[config.mk]
export PLATFORM = sky130hd
export DESIGN_NAME = iosi_top
export DESIGN_NICKNAME = d
export VERILOG_FILES = /design/src/iosi_pkg.sv /design/src/iosi_flash_if.sv /design/src/iosi_top.sv /design/src/iosi_flash_gen.sv
export SDC_FILE = /design/constraint.sdc
export NUM_CORES = 1
export LEC_CHECK = 0
export BUFFER_PORTS_ARGS = -buffer_cell sky130_fd_sc_hd__buf_2
export CAP_MARGIN = 10
export CORE_MARGIN = 1.5
export CORE_UTILIZATION = 50
export DETAILED_ROUTE_END_ITERATION = 10
export HOLD_SLACK_MARGIN = 0.06
export PLACE_DENSITY = 0.73
export SYNTH_ARGS = -nofsm -noshare
export SYNTH_HDL_FRONTEND = slang
export SYNTH_SLANG_ARGS = --single-unit
[constraint.sdc]
create_clock -name clk -period 2.3 [get_ports clk]
set_input_delay 0.345 -clock clk [delete_from_list [all_inputs] [get_ports clk]]
set_output_delay 0.345 -clock clk [all_outputs]
set_load 0.05 [all_outputs]
[src/iosi_pkg.sv]
/*
  constants and types shared by the status indicator block:
  register offsets, field positions, reset values, state encodings
  and flash timing.
  assumes a 125 mhz system clock and a 32-bit plain register port.
*/
// How it works
// - bus powered, uninitialised: both bus lamps lit
// - bus operational: green lit, red dark
// - bus error: green dark, red lit
// - channel lamp lit exactly while output active
// - eight channels, connector n drives channel n-1
// - green block lamp: single flash, flashing, steady
// - red block lamp lit on error or reset
// - channel fault: red block lamp single flashes
package iosi_pkg;

  // register byte offsets
  localparam logic [7:0] IOSI_OFS_OUT      = 8'h00;
  localparam logic [7:0] IOSI_OFS_STATUS   = 8'h04;
  localparam logic [7:0] IOSI_OFS_IRQ_STAT = 8'h08;
  localparam logic [7:0] IOSI_OFS_IRQ_MASK = 8'h0c;

  // channel numbering, connector n maps to channel n-1
  localparam int IOSI_NUM_CH              = 8;
  localparam int OUTPUT_CHANNEL_FIRST     = 0;
  localparam int OUTPUT_CHANNEL_LAST      = 7;

  // status register field positions
  localparam int IOSI_ST_BUS_LSB   = 0;
  localparam int IOSI_ST_BLK_LSB   = 2;
  localparam int IOSI_ST_POWER     = 4;
  localparam int IOSI_ST_FAULT     = 5;
  localparam int IOSI_ST_FLT_LSB   = 8;
  localparam int IOSI_ST_LAMP_LSB  = 16;

  // interrupt status bit positions
  localparam int IOSI_IRQ_BUS_ERR  = 0;
  localparam int IOSI_IRQ_BLK_ERR  = 1;
  localparam int IOSI_IRQ_CH_FAULT = 2;
  localparam int IOSI_IRQ_BUS_OP   = 3;
  localparam int IOSI_IRQ_W        = 4;

  // reset values
  localparam logic [7:0]          IOSI_OUT_RST  = 8'h00;
  localparam logic [IOSI_IRQ_W-1:0] IOSI_MASK_RST = 4'h0;

  // flash timing: tick period and pattern lengths in ticks
  localparam int IOSI_CLK_MHZ         = 125;
  localparam int IOSI_TICK_US         = 1000;
  localparam int IOSI_TICK_CYCLES     = IOSI_TICK_US * IOSI_CLK_MHZ;
  localparam int IOSI_BLINK_TICKS     = 200;
  localparam int IOSI_SINGLE_ON_TICKS = 200;
  localparam int IOSI_SINGLE_PER_TICKS = 1000;

  // bus and block states as seen on the state inputs
  typedef enum logic [1:0] {BUS_PREOP, BUS_OP, BUS_ERR, BUS_RSVD} iosi_bus_t;
  typedef enum logic [1:0] {BLK_RESET, BLK_PREOP, BLK_OP, BLK_ERR} iosi_blk_t;

endpackage : iosi_pkg

[src/iosi_flash_if.sv]
/*
  interface carrying flash pattern levels from the generator
  to the lamp logic.
  assumes both ends run on the same clock.
*/
`timescale 1ns/1ps
interface iosi_flash_if;
  logic blink;   // symmetric blink level
  logic single;  // one short pulse per repeat period

  // generator end
  modport gen (output blink, output single);
  // lamp logic end
  modport sink (input blink, input single);
endinterface : iosi_flash_if

[src/iosi_top.sv]
/*
  status indicator block for an eight-channel output block:
  drives the channel outputs, the channel lamps, two bus lamps
  and two block lamps, and offers a small register port with
  an interrupt.
  assumes bus_state and block_state come from logic on clk;
  bus_power and chan_fault come from pins and are synchronised.
  assumes the register master never raises both strobes at once;
  a low ce freezes every flip-flop, strobes included.
*/
`timescale 1ns/1ps
module iosi_top
  import iosi_pkg::*;
#(
  parameter int TICK_CYCLES = IOSI_TICK_CYCLES  // prescaler length
) (
  input  wire  logic        clk,
  input  wire  logic        nrst,
  input  wire  logic        ce,
  // register port
  input  wire  logic [7:0]  addr,
  input  wire  logic [31:0] wr_data,
  input  wire  logic        wr_stb,
  input  wire  logic        rd_stb,
  output logic       [31:0] rd_data,
  output logic              irq,
  // state inputs
  input  wire  logic        bus_power,
  input  wire  logic [1:0]  bus_state,
  input  wire  logic [1:0]  block_state,
  input  wire  logic [7:0]  chan_fault,
  // outputs and lamps
  output logic       [7:0]  output_channel,
  output logic       [7:0]  chan_lamp,
  output logic              bus_lamp_green,
  output logic              bus_lamp_red,
  output logic              blk_lamp_green,
  output logic              blk_lamp_red
);

  // flash pattern levels, shared by both block lamps so
  // green and red flash in step
  iosi_flash_if fl ();

  // pin synchronisers, first stage read only by second
  logic       pwr_s1_reg;   // power first stage
  logic       pwr_s2_reg;   // power stable
  logic [7:0] flt_s1_reg;   // fault first stage
  logic [7:0] flt_s2_reg;   // fault stable

  // software visible state
  logic [7:0]            out_reg;       // channel commands
  logic [7:0]            out_next;      // next commands
  logic [IOSI_IRQ_W-1:0] irq_stat_reg;  // sticky events
  logic [IOSI_IRQ_W-1:0] irq_stat_next; // next sticky events
  logic [IOSI_IRQ_W-1:0] irq_mask_reg;  // interrupt enables
  logic [31:0]           rd_data_reg;   // read answer
  logic [31:0]           rd_data_next;  // read answer next
  logic                  irq_reg;       // interrupt output

  // lamp state
  logic [7:0] ch_lamp_reg;   // channel lamps
  logic [7:0] ch_out_reg;    // channel output drivers
  logic       bus_g_reg;     // bus green
  logic       bus_r_reg;     // bus red
  logic       blk_g_reg;     // block green
  logic       blk_r_reg;     // block red
  logic       bus_g_next;    // bus green next
  logic       bus_r_next;    // bus red next
  logic       blk_g_next;    // block green next
  logic       blk_r_next;    // block red next

  // event detection
  iosi_bus_t             bus_st;        // decoded bus state
  iosi_blk_t             blk_st;        // decoded block state
  logic                  any_fault;     // any channel faulted
  logic                  any_fault_reg; // previous fault level
  logic                  bus_err_reg;   // previous bus error level
  logic                  bus_op_reg;    // previous bus op level
  logic                  blk_err_reg;   // previous block error
  logic [IOSI_IRQ_W-1:0] events;        // this cycle's events
  logic                  stat_rd;       // status read clears

  // flash generator
  iosi_flash_gen #(
    .TICK_CYCLES (TICK_CYCLES)
  ) u_flash (
    .clk  (clk),
    .nrst (nrst),
    .ce   (ce),
    .fl   (fl.gen)
  );

  // decode the state inputs
  // code 3 of the bus state is shown as an error
  assign bus_st    = iosi_bus_t'(bus_state);
  assign blk_st    = iosi_blk_t'(block_state);
  assign any_fault = |flt_s2_reg;

  // two-flop synchronisers for pin inputs
  // (metastability guard; costs two cycles of lamp latency)
  always_ff @(posedge clk) begin
    if (!nrst) begin
      pwr_s1_reg <= 1'b0;
      pwr_s2_reg <= 1'b0;
      flt_s1_reg <= 8'h00;
      flt_s2_reg <= 8'h00;
    end else if (ce) begin
      pwr_s1_reg <= bus_power;
      pwr_s2_reg <= pwr_s1_reg;
      flt_s1_reg <= chan_fault;
      flt_s2_reg <= flt_s1_reg;
    end
  end

  // channel command register write
  // unmapped writes and read strobes leave the commands alone
  always_comb begin
    out_next = out_reg;
    if (wr_stb && addr == IOSI_OFS_OUT) begin
      out_next = wr_data[7:0];
    end
  end

  // channel command register
  always_ff @(posedge clk) begin
    if (!nrst) begin
      out_reg <= IOSI_OUT_RST;
    end else if (ce) begin
      out_reg <= out_next;
    end
  end

  // interrupt mask register
  // an event already pending raises irq one cycle after the mask register takes the write
  always_ff @(posedge clk) begin
    if (!nrst) begin
      irq_mask_reg <= IOSI_MASK_RST;
    end else if (ce && wr_stb && addr == IOSI_OFS_IRQ_MASK) begin
      irq_mask_reg <= wr_data[IOSI_IRQ_W-1:0];
    end
  end

  // channel drivers and lamps from the same next value,
  // so a lamp never disagrees with its output,
  // both written with the command, no extra cycle
  always_ff @(posedge clk) begin
    if (!nrst) begin
      ch_out_reg  <= IOSI_OUT_RST;
      ch_lamp_reg <= IOSI_OUT_RST;
    end else if (ce) begin
      // bit OUTPUT_CHANNEL_FIRST is connector 1
      ch_out_reg  <= out_next;
      ch_lamp_reg <= out_next;
    end
  end

  // bus lamps from bus power and bus state
  // registered so a state change shows one cycle later,
  // never as a glitch on the lamp driver
  always_comb begin
    bus_g_next = 1'b0;
    bus_r_next = 1'b0;
    if (!pwr_s2_reg) begin
      // no bus power: both dark
      bus_g_next = 1'b0;
      bus_r_next = 1'b0;
    end else begin
      unique case (bus_st)
        // powered, not initialised
        BUS_PREOP: begin
          bus_g_next = 1'b1;
          bus_r_next = 1'b1;
        end
        // operational
        BUS_OP: begin
          bus_g_next = 1'b1;
          bus_r_next = 1'b0;
        end
        // bus error detected
        BUS_ERR: begin
          bus_g_next = 1'b0;
          bus_r_next = 1'b1;
        end
        // unused code shown as an error
        default: begin
          bus_g_next = 1'b0;
          bus_r_next = 1'b1;
        end
      endcase
    end
  end

  // green block lamp from the block state
  // block lamps ignore bus power by design
  always_comb begin
    blk_g_next = 1'b0;
    unique case (blk_st)
      // reset: single flash
      BLK_RESET: blk_g_next = fl.single;
      // preoperational: continuous blink
      BLK_PREOP: blk_g_next = fl.blink;
      // operational: steady
      BLK_OP:    blk_g_next = 1'b1;
      // error: green dark
      BLK_ERR:   blk_g_next = 1'b0;
    endcase
  end

  // red block lamp, channel fault pattern takes precedence
  // a faulted channel hides a block error behind the single
  // flash; the status register still tells the two apart
  always_comb begin
    blk_r_next = 1'b0;
    if (any_fault) begin
      // channel fault: single flash
      blk_r_next = fl.single;
    end else if (blk_st == BLK_ERR || blk_st == BLK_RESET) begin
      // error or reset: steady on
      blk_r_next = 1'b1;
    end else begin
      // ok: dark
      blk_r_next = 1'b0;
    end
  end

  // lamp flip-flops
  // all four frozen together while ce is low
  always_ff @(posedge clk) begin
    if (!nrst) begin
      bus_g_reg <= 1'b0;
      bus_r_reg <= 1'b0;
      blk_g_reg <= 1'b0;
      blk_r_reg <= 1'b0;
    end else if (ce) begin
      bus_g_reg <= bus_g_next;
      bus_r_reg <= bus_r_next;
      blk_g_reg <= blk_g_next;
      blk_r_reg <= blk_r_next;
    end
  end

  // previous levels for rising edge events
  // cleared by reset so a condition already true at release
  // still counts as entered
  always_ff @(posedge clk) begin
    if (!nrst) begin
      any_fault_reg <= 1'b0;
      bus_err_reg   <= 1'b0;
      bus_op_reg    <= 1'b0;
      blk_err_reg   <= 1'b0;
    end else if (ce) begin
      any_fault_reg <= any_fault;
      bus_err_reg   <= pwr_s2_reg && bus_st == BUS_ERR;
      bus_op_reg    <= pwr_s2_reg && bus_st == BUS_OP;
      blk_err_reg   <= blk_st == BLK_ERR;
    end
  end

  // events: entry into each watched condition
  // one cycle per entry; a held condition does not repeat
  always_comb begin
    events = '0;
    events[IOSI_IRQ_BUS_ERR]  = pwr_s2_reg && bus_st == BUS_ERR && !bus_err_reg;
    events[IOSI_IRQ_BLK_ERR]  = blk_st == BLK_ERR && !blk_err_reg;
    events[IOSI_IRQ_CH_FAULT] = any_fault && !any_fault_reg;
    events[IOSI_IRQ_BUS_OP]   = pwr_s2_reg && bus_st == BUS_OP && !bus_op_reg;
  end

  // sticky status, cleared by a read, a new event wins
  // the event is or-ed in after the clear so an entry landing
  // in the very cycle of the read is kept for the next read
  // rather than lost
  assign stat_rd = rd_stb && addr == IOSI_OFS_IRQ_STAT;
  always_comb begin
    irq_stat_next = irq_stat_reg;
    if (stat_rd) begin
      irq_stat_next = '0;
    end
    irq_stat_next = irq_stat_next | events;
  end

  // sticky status and interrupt level
  // irq uses the next status so it moves with the status bits
  always_ff @(posedge clk) begin
    if (!nrst) begin
      irq_stat_reg <= '0;
      irq_reg      <= 1'b0;
    end else if (ce) begin
      irq_stat_reg <= irq_stat_next;
      irq_reg      <= |(irq_stat_next & irq_mask_reg);
    end
  end

  // read mux, zero outside the read cycle and off the map
  // status reads show raw state inputs but synchronised pins,
  // so a pin change appears two cycles late
  always_comb begin
    rd_data_next = 32'h0;
    if (rd_stb) begin
      unique case (addr)
        // channel commands
        IOSI_OFS_OUT: rd_data_next[7:0] = out_reg;
        // live state and lamps
        IOSI_OFS_STATUS: begin
          rd_data_next[IOSI_ST_BUS_LSB +: 2] = bus_state;
          rd_data_next[IOSI_ST_BLK_LSB +: 2] = block_state;
          rd_data_next[IOSI_ST_POWER]        = pwr_s2_reg;
          rd_data_next[IOSI_ST_FAULT]        = any_fault;
          rd_data_next[IOSI_ST_FLT_LSB +: 8] = flt_s2_reg;
          rd_data_next[IOSI_ST_LAMP_LSB +: 4] =
            {blk_r_reg, blk_g_reg, bus_r_reg, bus_g_reg};
        end
        // sticky events
        IOSI_OFS_IRQ_STAT: rd_data_next[IOSI_IRQ_W-1:0] = irq_stat_reg;
        // enables
        IOSI_OFS_IRQ_MASK: rd_data_next[IOSI_IRQ_W-1:0] = irq_mask_reg;
        // unmapped reads zero
        default: rd_data_next = 32'h0;
      endcase
    end
  end

  // read data register
  // answer stands one cycle, then falls back to zero
  always_ff @(posedge clk) begin
    if (!nrst) begin
      rd_data_reg <= 32'h0;
    end else if (ce) begin
      rd_data_reg <= rd_data_next;
    end
  end

  // outputs straight from flip-flops
  // no logic between these flip-flops and the pins
  assign rd_data        = rd_data_reg;
  assign irq            = irq_reg;
  assign output_channel = ch_out_reg;
  assign chan_lamp      = ch_lamp_reg;
  assign bus_lamp_green = bus_g_reg;
  assign bus_lamp_red   = bus_r_reg;
  assign blk_lamp_green = blk_g_reg;
  assign blk_lamp_red   = blk_r_reg;

endmodule : iosi_top

[src/iosi_flash_gen.sv]
/*
  flash pattern generator: prescaler, symmetric blink and single flash.
  assumes clk, synchronous active-low nrst and a clock enable.
*/
`timescale 1ns/1ps
module iosi_flash_gen
  import iosi_pkg::*;
#(
  parameter int TICK_CYCLES = IOSI_TICK_CYCLES
) (
  input  wire logic  clk,
  input  wire logic  nrst,
  input  wire logic  ce,
  iosi_flash_if.gen  fl
);
  logic [31:0] pre_reg;    // prescaler count
  logic [15:0] blk_reg;    // blink tick count
  logic [15:0] sgl_reg;    // single flash tick count
  logic        tick_reg;   // prescaler pulse
  logic        blink_reg;  // blink level

  // prescaler makes one tick every TICK_CYCLES
  always_ff @(posedge clk) begin
    if (!nrst) begin
      pre_reg  <= 32'h0;
      tick_reg <= 1'b0;
    end else if (ce) begin
      tick_reg <= (pre_reg == 32'(TICK_CYCLES - 1));
      if (pre_reg == 32'(TICK_CYCLES - 1)) pre_reg <= 32'h0;
      else pre_reg <= pre_reg + 32'h1;
    end
  end

  // symmetric blink: toggle every half period
  always_ff @(posedge clk) begin
    if (!nrst) begin
      blk_reg   <= 16'h0;
      blink_reg <= 1'b0;
    end else if (ce && tick_reg) begin
      if (blk_reg == 16'(IOSI_BLINK_TICKS - 1)) begin
        blk_reg   <= 16'h0;
        blink_reg <= ~blink_reg;
      end else begin
        blk_reg <= blk_reg + 16'h1;
      end
    end
  end

  // single flash: repeat period counter
  always_ff @(posedge clk) begin
    if (!nrst) begin
      sgl_reg <= 16'h0;
    end else if (ce && tick_reg) begin
      if (sgl_reg == 16'(IOSI_SINGLE_PER_TICKS - 1)) sgl_reg <= 16'h0;
      else sgl_reg <= sgl_reg + 16'h1;
    end
  end

  assign fl.blink  = blink_reg;
  assign fl.single = (sgl_reg < 16'(IOSI_SINGLE_ON_TICKS));
endmodule : iosi_flash_gen

-- Yosys cells after proc, flatten, opt, wreduce, memory -nomap -nowiden
Cells that the tools add are included.
- register bits: 141
- bits of input ports: 58
- output and inout port bits: 53
- word-level logic and storage cells: 81
- add/sub/neg operators: 3
- $lt $le $gt $ge: 1
- equality and inequality tests: 11
- mux-type cells: 17
- bitwise logic cells: 3
- reductions and logical operators: 24
- operators with widths (cell ; count):
    $add A16 B1 Y16 const B ; 2
    $add A32 B1 Y32 const B ; 1
    $eq A32 B17 Y1 const B ; 1
    $mux W16 ; 2
    $mux W32 ; 1
    $mux W20 ; 1
    $eq A16 B10 Y1 const B ; 1
    $eq A16 B8 Y1 const B ; 1
    $eq A8 B4 Y1 const B ; 2
    $lt A16 B8 Y1 const B ; 1
    $pmux W4 S4 ; 1
    $mux W12 ; 1
    $logic_and A1 B1 Y1 ; 11
    $eq A8 B3 Y1 const B ; 1
    $logic_not A8 Y1 ; 1
    $mux W8 ; 1
    $reduce_or A8 Y1 ; 1
    $eq A2 B2 Y1 const B ; 3
    $mux W1 ; 6
    $and A4 B4 Y4 ; 1
    $eq A2 B1 Y1 const B ; 2
    $logic_not A1 Y1 ; 4
    $logic_not A2 Y1 ; 2
    $mux W4 ; 1
    other kinds (9) ; 10

-- Depth between registers and ports, before layout
Gate-level depths: netlist (run 1).
- depth after elaboration: 6
- depth in mapped cells: 6
- gate-level depth less buffers: 5

-- Modules after synthesis
A second synthesis (run 1) with hierarchy kept.
- cells, all modules: 681
- area, all modules: 5906.9 um^2
- modules (own cells, without submodules) (module ; times used ; cells an instance ; area an instance (um^2) ; sequential area each (um^2)):
    iosi_flash_gen ; 1 ; 376 ; 3153.0 ; 1321.3
    iosi_top ; 1 ; 305 ; 2753.9 ; 1261.2

-- Worst setup path before layout (run 1)
OpenSTA, ideal clock, no wires.
- path kind: input to register
- from: in addr[1]
- to: reg ch_out_reg[7], in the netlist output_channel[7]
- setup time: 0.128 ns
- arrival time: 1.857 ns
- required time: 2.172 ns
- setup slack: 0.315 ns
- cell stages on the path: 5
- path through: or4_4 buf_6 nor4_4 mux2i_1 nor2_1
- word-level cells in the longest chain between the ends: 3
- RTL lines (element ; RTL line ; source):
    from (decl) ; iosi_top.sv:21 ; input wire logic [7:0] addr,
    $logic_not A8 Y1 ; iosi_top.sv:120 ; if (wr_stb && addr == IOSI_OFS_OUT) begin
    $logic_and A1 B1 Y1 ; iosi_top.sv:120 ;
    $reduce_and A2 Y1 (no line) ; - ;
    to (signal assigned) ; iosi_top.sv:153 ; ch_out_reg <= out_next;
    to (decl) ; iosi_top.sv:63 ; logic [7:0] ch_out_reg;
Every way passes these cells.
A chain may end at the register's enable or synchronous reset.

-- Worst setup path after layout (run 1)
- from: reg u_flash.pre_reg[13]
- to: reg u_flash.pre_reg[28]
- word-level cells in the longest chain between the ends: 2
- RTL lines (element ; RTL line ; source):
    from (decl) ; iosi_flash_gen.sv:16 ; logic [31:0] pre_reg;
    from (signal assigned) ; iosi_flash_gen.sv:30 ; else pre_reg <= pre_reg + 32'h1;
    $add A32 B1 Y32 / $eq A32 B17 Y1 (equally long branches) ; iosi_flash_gen.sv:30, iosi_flash_gen.sv:29 ;
    $mux W32 * ; iosi_flash_gen.sv:29 ; if (pre_reg == 32'(TICK_CYCLES - 1)) pre_reg <= 32'h0;
Every way passes the cells marked *; elsewhere a longest branch is shown, timed or not.

==> flow_summary_export.csv, run 1 <==
group,metric,value,unit
floorplanning,die-width,111,um
global_routing,grt_max_degree,37,
cells_and_area,largest_reg_flops,32,
detailed_routing,post_drt_wl_per_cell,14.6,um
sta,drv_slew,0,
detailed_routing,vias,5030,
sta,min_period_over_period,89.4,%
sta,final-hold-violation-count,0,
yosys,synth_top_area_share,44.0,%
yosys,async_flop_share,0,%
yosys,yosys_warnings,0,
critical_path,critPathRequiredTime,2.64,ns
clocking,ctsLongestPathBuffers,2,
cells_and_area,nNetsFinal,797,
sta,rsz0062_at_grt,"false",
floorplanning,start_util,51.5,%
yosys,synth_common_cells,"129 x dfxtp_1, 81 x nor2_1, 67 x nand2_1",
sta,slew_headroom,60.1,%
pwr,peakVddDrop,0.571,mV
cells_and_area,drive_above_1_share,18.5,%
yosys,synth_edf_count,0,
critical_path,path_class,"reg2reg",
run,max_cap_viol_count,0,
clocking,cts-root-buf,"clkbuf_16",
detailed_routing,detail_route.vias_per_cell,5.67,
sta,setup_ws,0.244,ns
detailed_routing,drc_errors,0,
floorplanning,die-area,0.0124,mm2
place,post-place-ws,0.203,ns
yosys,syn_area_per_cell,8.78,um2
floorplanning,fp.coreArea,0.0114,mm2
sta,fmax,486,MHz
critical_path,cp_data_arrival_time,2.39,ns
sta,finalSetupViolCount,0,
floorplanning,num_rows,39,
sta,setup-tns-final,0,ns
floorplanning,fp.dieH,111,um
yosys,syn_inst,669,
yosys,syn_area,0.00588,mm2
clocking,cts_buffers,17,
cells_and_area,fin_cells,887,
sta,fin_skew,0.00920,ns
clocking,cts_tree,"built",
global_routing,grt_use_total,21.2,%
yosys,yosysUniqueCellTypes,52,
detailed_routing,drt_iter0_markers,308,
cells_and_area,syn2layout_area_growth,17.9,%
place,post_dp_cell_area,0.00630,mm2
yosys,synth_area_leaders,"dfxtp_1 44%, mux2i_1 5.6%, nor2_1 5.2%",
yosys,ys_ff_latch,129,
status,status,"complete, no violations",
clocking,postCtsResizedCells,0,
global_routing,grt_pass1_vias,4797,
yosys,yosysMostFrequentCell,"dfxtp_1",
detailed_routing,drt-total-wl,12900,um
critical_path,worst-path-max-fanout,8,
clocking,cts.sinks,129,
place,hpwlAfterDp,8930,um
sta,worst_pin_slew,0.598,ns
global_routing,grt-ovfl-total,0,
cells_and_area,num_antenna_cells,0,
clocking,cts_hold_buffers,0,
sta,fin_crit,2.06,ns
global_routing,antenna_found_initial,0,
sta,whs,0.172,ns
yosys,synth_ff_type,"dfxtp_1",
clocking,cts_max_level,4,
place,finalWeightedCongestion,0.877,
place,io_buffers,74,
critical_path,worstSetupEndpointType,"register",
global_routing,grt_first_pass_wirelength,21900,um
pwr,p_leak,2.58,nW
detailed_routing,drtPass1Iterations,4,
clocking,cts_setup_buffers,0,
clocking,clk_latency,0.41,ns
pwr,powerDensity,777,mW/mm2
cells_and_area,postLayoutCellArea,0.00693,mm2
clocking,clk_pin_slew,0.06,ns
place,dpl.cell_count,856,
floorplanning,boundaryPins,111,
yosys,yosysTopAreaCell,"dfxtp_1",
detailed_routing,ant_nets,0,
yosys,ys_seq_area_share,44.0,%
min_path,hold_class,"in2reg",
critical_path,start_kind,"register",
==> final cells by class <==
class / instances / area [um2]
tap: 143 / 179
multi-input combinational: 483 / 3010
timing repair buffer: 87 / 480
inverter: 14 / 52.6
clock inverter: 13 / 186
fill: 974 / 4490
sequential: 129 / 2580
clock buffer: 18 / 439
==> cell families after synthesis <==
| logic type | synth area share (%) |
|---|---|
| other cells | 0.0638 |
| compound gates | 10.4 |
| buf+inv | 5.83 |
| xor+xnor | 5.37 |
| mux | 7.35 |
| flops | 44.0 |
| fa+ha+maj | 1.49 |
| simple gates | 25.5 |
==> report_power, final <==
part	internal (W)	leakage, nW	switching (W)
combinational	0.0000883	1.24	0.000186
clock	0.00184	0.294	0.000988
sequential	0.00226	1.04	0.0000198
total	0.00419	2.58	0.00119
==> metrics by stage <==
stage                     power (W)  utilization (%)
after floorplan             0.00254                -
after global routing        0.00555             60.7
after detailed placement    0.00260             55.2
after global placement      0.00260             55.2
after CTS                   0.00542             60.7
final                       0.00538             60.7
==> critical path, stage by stage, from the launching register on <==
cell	delay (ns)
dfxtp_1	0.44
nand4_2	0.16
or4_1	0.70
or4_1	0.51
a21oi_1	0.17
==> final timing paths <==
kind / slack (ns) / startpoint / end / cells past startpoint
worst max register to register: 0.24 / u_flash.pre_reg[13]$_SDFFE_PN0P_ / u_flash.pre_reg[28]$_SDFFE_PN0P_ / 4
worst min register to register: 0.46 / rd_data[15]$_SDFFE_PN0P_ / rd_data[15]$_SDFFE_PN0P_ / 2
worst min-delay path: 0.17 / chan_fault[1] / flt_s1_reg[1]$_SDFFE_PN0P_ / 3
worst max-delay path: 0.24 / u_flash.pre_reg[13]$_SDFFE_PN0P_ / u_flash.pre_reg[28]$_SDFFE_PN0P_ / 4
==> layout by cell type, fill, tap and decap left out, drive strengths merged, types with 2 or more instances in the layout <==
cell,n
dfxtp,129
conb,12
nor3,8
nor2,81
xor2,16
nand4,21
nor4b,3
a32oi,2
o31ai,16
nand3,24
ha,7
a22oi,7
mux4,4
nand2,67
a21oi,52
clkinv,5
and4,8
inv,14
clkbuf,18
mux2i,33
nand3b,5
or4,21
nand2b,2
or3,13
clkinvlp,4
bufinv,4
nor4,20
nand4b,2
buf,87
xnor2,20
or2,5
and3,4
o21ai,20
==> routing by layer <==
layer,wire [um],GRT usage (%),vias up,part of all wire (%)
met4,78,6.75,0,0.60
met3,619,5.17,6,4.8
li1,-,-,2494,-
met2,6320,35.9,110,49
met1,5890,26.8,2420,46
met5,0,0,-,0
Power figures use the tool's default switching activity.
==> inputs of run 2 (changes only) <==
--- a/config.mk
+++ b/config.mk
@@ -5,13 +5,14 @@
 export SDC_FILE = /design/constraint.sdc
 export NUM_CORES = 1
 export LEC_CHECK = 0
+export ABC_AREA = 1
 export BUFFER_PORTS_ARGS = -buffer_cell sky130_fd_sc_hd__buf_2
 export CAP_MARGIN = 10
 export CORE_MARGIN = 1.5
 export CORE_UTILIZATION = 50
 export DETAILED_ROUTE_END_ITERATION = 10
 export HOLD_SLACK_MARGIN = 0.06
-export PLACE_DENSITY = 0.73
+export PLACE_DENSITY = 0.72
 export SYNTH_ARGS = -nofsm -noshare
 export SYNTH_HDL_FRONTEND = slang
 export SYNTH_SLANG_ARGS = --single-unit
==> flow_summary_export.csv, run 2 <==
group,metric,value,unit
clocking,clk_latency,0.42,ns
run,max_cap_viol_count,0,
sta,drv_slew,0,
place,dpl.cell_count,1188,
sta,fin_crit,1.77,ns
cells_and_area,largest_reg_flops,32,
clocking,clk_pin_slew,0.06,ns
critical_path,critPathRequiredTime,2.66,ns
floorplanning,start_util,51.6,%
detailed_routing,drt_iter0_markers,436,
sta,fmax,565,MHz
sta,finalSetupViolCount,0,
cells_and_area,fin_cells,1220,
place,post-place-ws,0.307,ns
floorplanning,boundaryPins,111,
yosys,synth_edf_count,0,
clocking,ctsLongestPathBuffers,2,
global_routing,grt_max_degree,66,
sta,fin_skew,0.0109,ns
critical_path,start_kind,"register",
yosys,yosysUniqueCellTypes,39,
floorplanning,die-width,117,um
critical_path,regToRegEndpoint,"u_flash.pre_reg[26]$_SDFFE_PN0P_",
yosys,synth_common_cells,"189 x nand2_1, 171 x nor2_1, 129 x dfxtp_1",
status,status,"complete, no violations",
global_routing,antenna_found_initial,0,
critical_path,endpoint,"u_flash.pre_reg[26]$_SDFFE_PN0P_",
yosys,synth_area_leaders,"dfxtp_1 39%, nand2_1 11%, nor2_1 9.8%",
sta,min_period_over_period,76.9,%
yosys,synth_ff_type,"dfxtp_1",
clocking,cts_tree,"built",
place,io_buffers,74,
floorplanning,fp.dieH,117,um
global_routing,grt.met2_usage,36.0,%
pwr,powerDensity,719,mW/mm2
yosys,synth_top_area_share,39.5,%
detailed_routing,drc_errors,0,
cells_and_area,num_antenna_cells,0,
floorplanning,fp.coreArea,0.0127,mm2
detailed_routing,ant_nets,0,
place,hpwlAfterDp,10800,um
clocking,cts_max_level,4,
yosys,async_flop_share,0,%
critical_path,path_class,"reg2reg",
cells_and_area,syn2layout_area_growth,16.3,%
cells_and_area,layout_common_cells,"189 x nand2_1, 171 x nor2_1, 129 x dfxtp_1, 108 x inv_1, 77 x nand3_1",
sta,setup_ws,0.530,ns
floorplanning,num_rows,41,
clocking,cts.sinks,129,
floorplanning,die-area,0.0138,mm2
detailed_routing,drtPass1Iterations,5,
yosys,syn_area,0.00654,mm2
clocking,cts-root-buf,"clkbuf_16",
global_routing,grt_use_met3,4.67,%
yosys,ys_ff_latch,129,
global_routing,grt_first_pass_wirelength,25600,um
sta,final-hold-violation-count,0,
critical_path,cp_data_arrival_time,2.13,ns
yosys,ys_seq_area_share,39.5,%
yosys,syn_inst,968,
critical_path,r2r_cells,9,
global_routing,grt_pass1_vias,5442,
detailed_routing,vias,6246,
yosys,yosysTopAreaCell,"dfxtp_1",
sta,rsz0062_at_grt,"false",
pwr,peakVddDrop,0.486,mV
critical_path,worstSetupEndpointType,"register",
clocking,cts_setup_buffers,0,
sta,worst_pin_slew,0.639,ns
yosys,yosysMostFrequentCell,"nand2_1",
cells_and_area,nNetsFinal,1100,
critical_path,timing.rr.start,"u_flash.pre_reg[0]$_SDFFE_PN0P_",
cells_and_area,layout_commonest_cell,"nand2_1",
place,finalWeightedCongestion,0.881,
critical_path,reg2reg_setup_slack,0.53,ns
global_routing,top_usage_layer,"met2",
detailed_routing,post_drt_wl_per_cell,12.7,um
cells_and_area,n_fill_cell,1195,
global_routing,grt_util_met1,30.4,%
cells_and_area,drive_above_1_share,15.3,%
clocking,postCtsResizedCells,0,
yosys,syn_area_per_cell,6.75,um2
cells_and_area,final_core_util,60.0,%
yosys,yosys_warnings,0,
pwr,p_leak,3.20,nW
global_routing,grt-ovfl-total,0,
critical_path,worst-path-max-fanout,4,
global_routing,grt_use_total,22.7,%
detailed_routing,drt-total-wl,15500,um
sta,setup-tns-final,0,ns
min_path,hold_class,"in2reg",
clocking,cts_buffers,17,
sta,slew_headroom,57.4,%
detailed_routing,detail_route.vias_per_cell,5.12,
clocking,cts_hold_buffers,0,
critical_path,critPathLaunch,"u_flash.pre_reg[0]$_SDFFE_PN0P_",
-- run 2: changes by cell type after synthesis, moves of 13 or more --
cell	delta
nand2_1	+122
inv_1	+96
nor2_1	+90
nand3_1	+53
mux2i_1	-33
o21ai_0	+33
nor3_1	+24
or4_1	-20
xnor2_1	-18
nor4_1	-16
o31ai_1	-16
or3_1	-13
-- run 2: layout make-up --
| cell class | instances | area [um2] | area share [%] |
|---|---|---|---|
| clock inverter | 12 | 183 | 2.40 |
| timing repair buffer | 84 | 445 | 5.86 |
| tap | 172 | 215 | 2.83 |
| clock buffer | 20 | 457 | 6.00 |
| sequential | 129 | 2580 | 34.0 |
| multi-input combinational | 688 | 3290 | 43.2 |
| inverter | 115 | 434 | 5.71 |
-- run 2: routing by layer --
layer | up-vias | routed length, um
met5 | - | 0
met4 | 0 | 354
met1 | 2847 | 7370
li1 | 3216 | -
met3 | 28 | 718
met2 | 155 | 7040
-- run 2: worst min path at each step --
stage / cells after the start / slack, ns / startpoint / endpoint
floorplan: 2 / 0.43 / blk_err_reg$_SDFFE_PN0P_ / blk_err_reg$_SDFFE_PN0P_
global placement: 2 / 0.44 / blk_err_reg$_SDFFE_PN0P_ / blk_err_reg$_SDFFE_PN0P_
detailed placement: 2 / 0.45 / blk_err_reg$_SDFFE_PN0P_ / blk_err_reg$_SDFFE_PN0P_
CTS: 3 / 0.14 / chan_fault[7] / flt_s1_reg[7]$_SDFFE_PN0P_
global route: 3 / 0.15 / chan_fault[0] / flt_s1_reg[0]$_SDFFE_PN0P_
finish: 3 / 0.14 / chan_fault[3] / flt_s1_reg[3]$_SDFFE_PN0P_
-- run 2: logic make-up after synthesis --
kind of cell / Yosys count / share of synthesized area, %
other: 1 / 0.0574
AOI/OAI and AO/OA: 116 / 9.09
and+or+nand+nor: 541 / 37.6
xor gates and xnor gates: 12 / 1.61
DFF: 129 / 39.5
buffers and inverters: 162 / 10.8
adders and majority gates: 7 / 1.34
-- run 2: metrics by stage --
| step | area, um2 | power [W] | hold WS (ns) |
|---|---|---|---|
| floorplan | 6580 | 0.00257 | 0.434 |
| global placement | 6970 | 0.00264 | 0.445 |
| detailed placement | 6970 | 0.00264 | 0.449 |
| CTS | 7610 | 0.00550 | 0.141 |
| global route | 7610 | 0.00564 | 0.147 |
| finish | 7610 | 0.00547 | 0.143 |
-- run 2: worst max-delay path, cell delays in order (launching register included) --
cell and delay, ns:
dfxtp_1 0.39, ha_1 0.25, nand3_2 0.17, nor2_1 0.22, nand3_1 0.11, nor2_1 0.18, nand4_1 0.16, nand2_1 0.10
nand2_1 0.05, nor2_1 0.09
-- run 2: where the power goes --
group / leakage, nW / switching [W] / internal [W]
Sequential: 1.05 / 0.0000255 / 0.00227
Combinational: 1.85 / 0.000216 / 0.0000784
Clock: 0.302 / 0.00100 / 0.00187
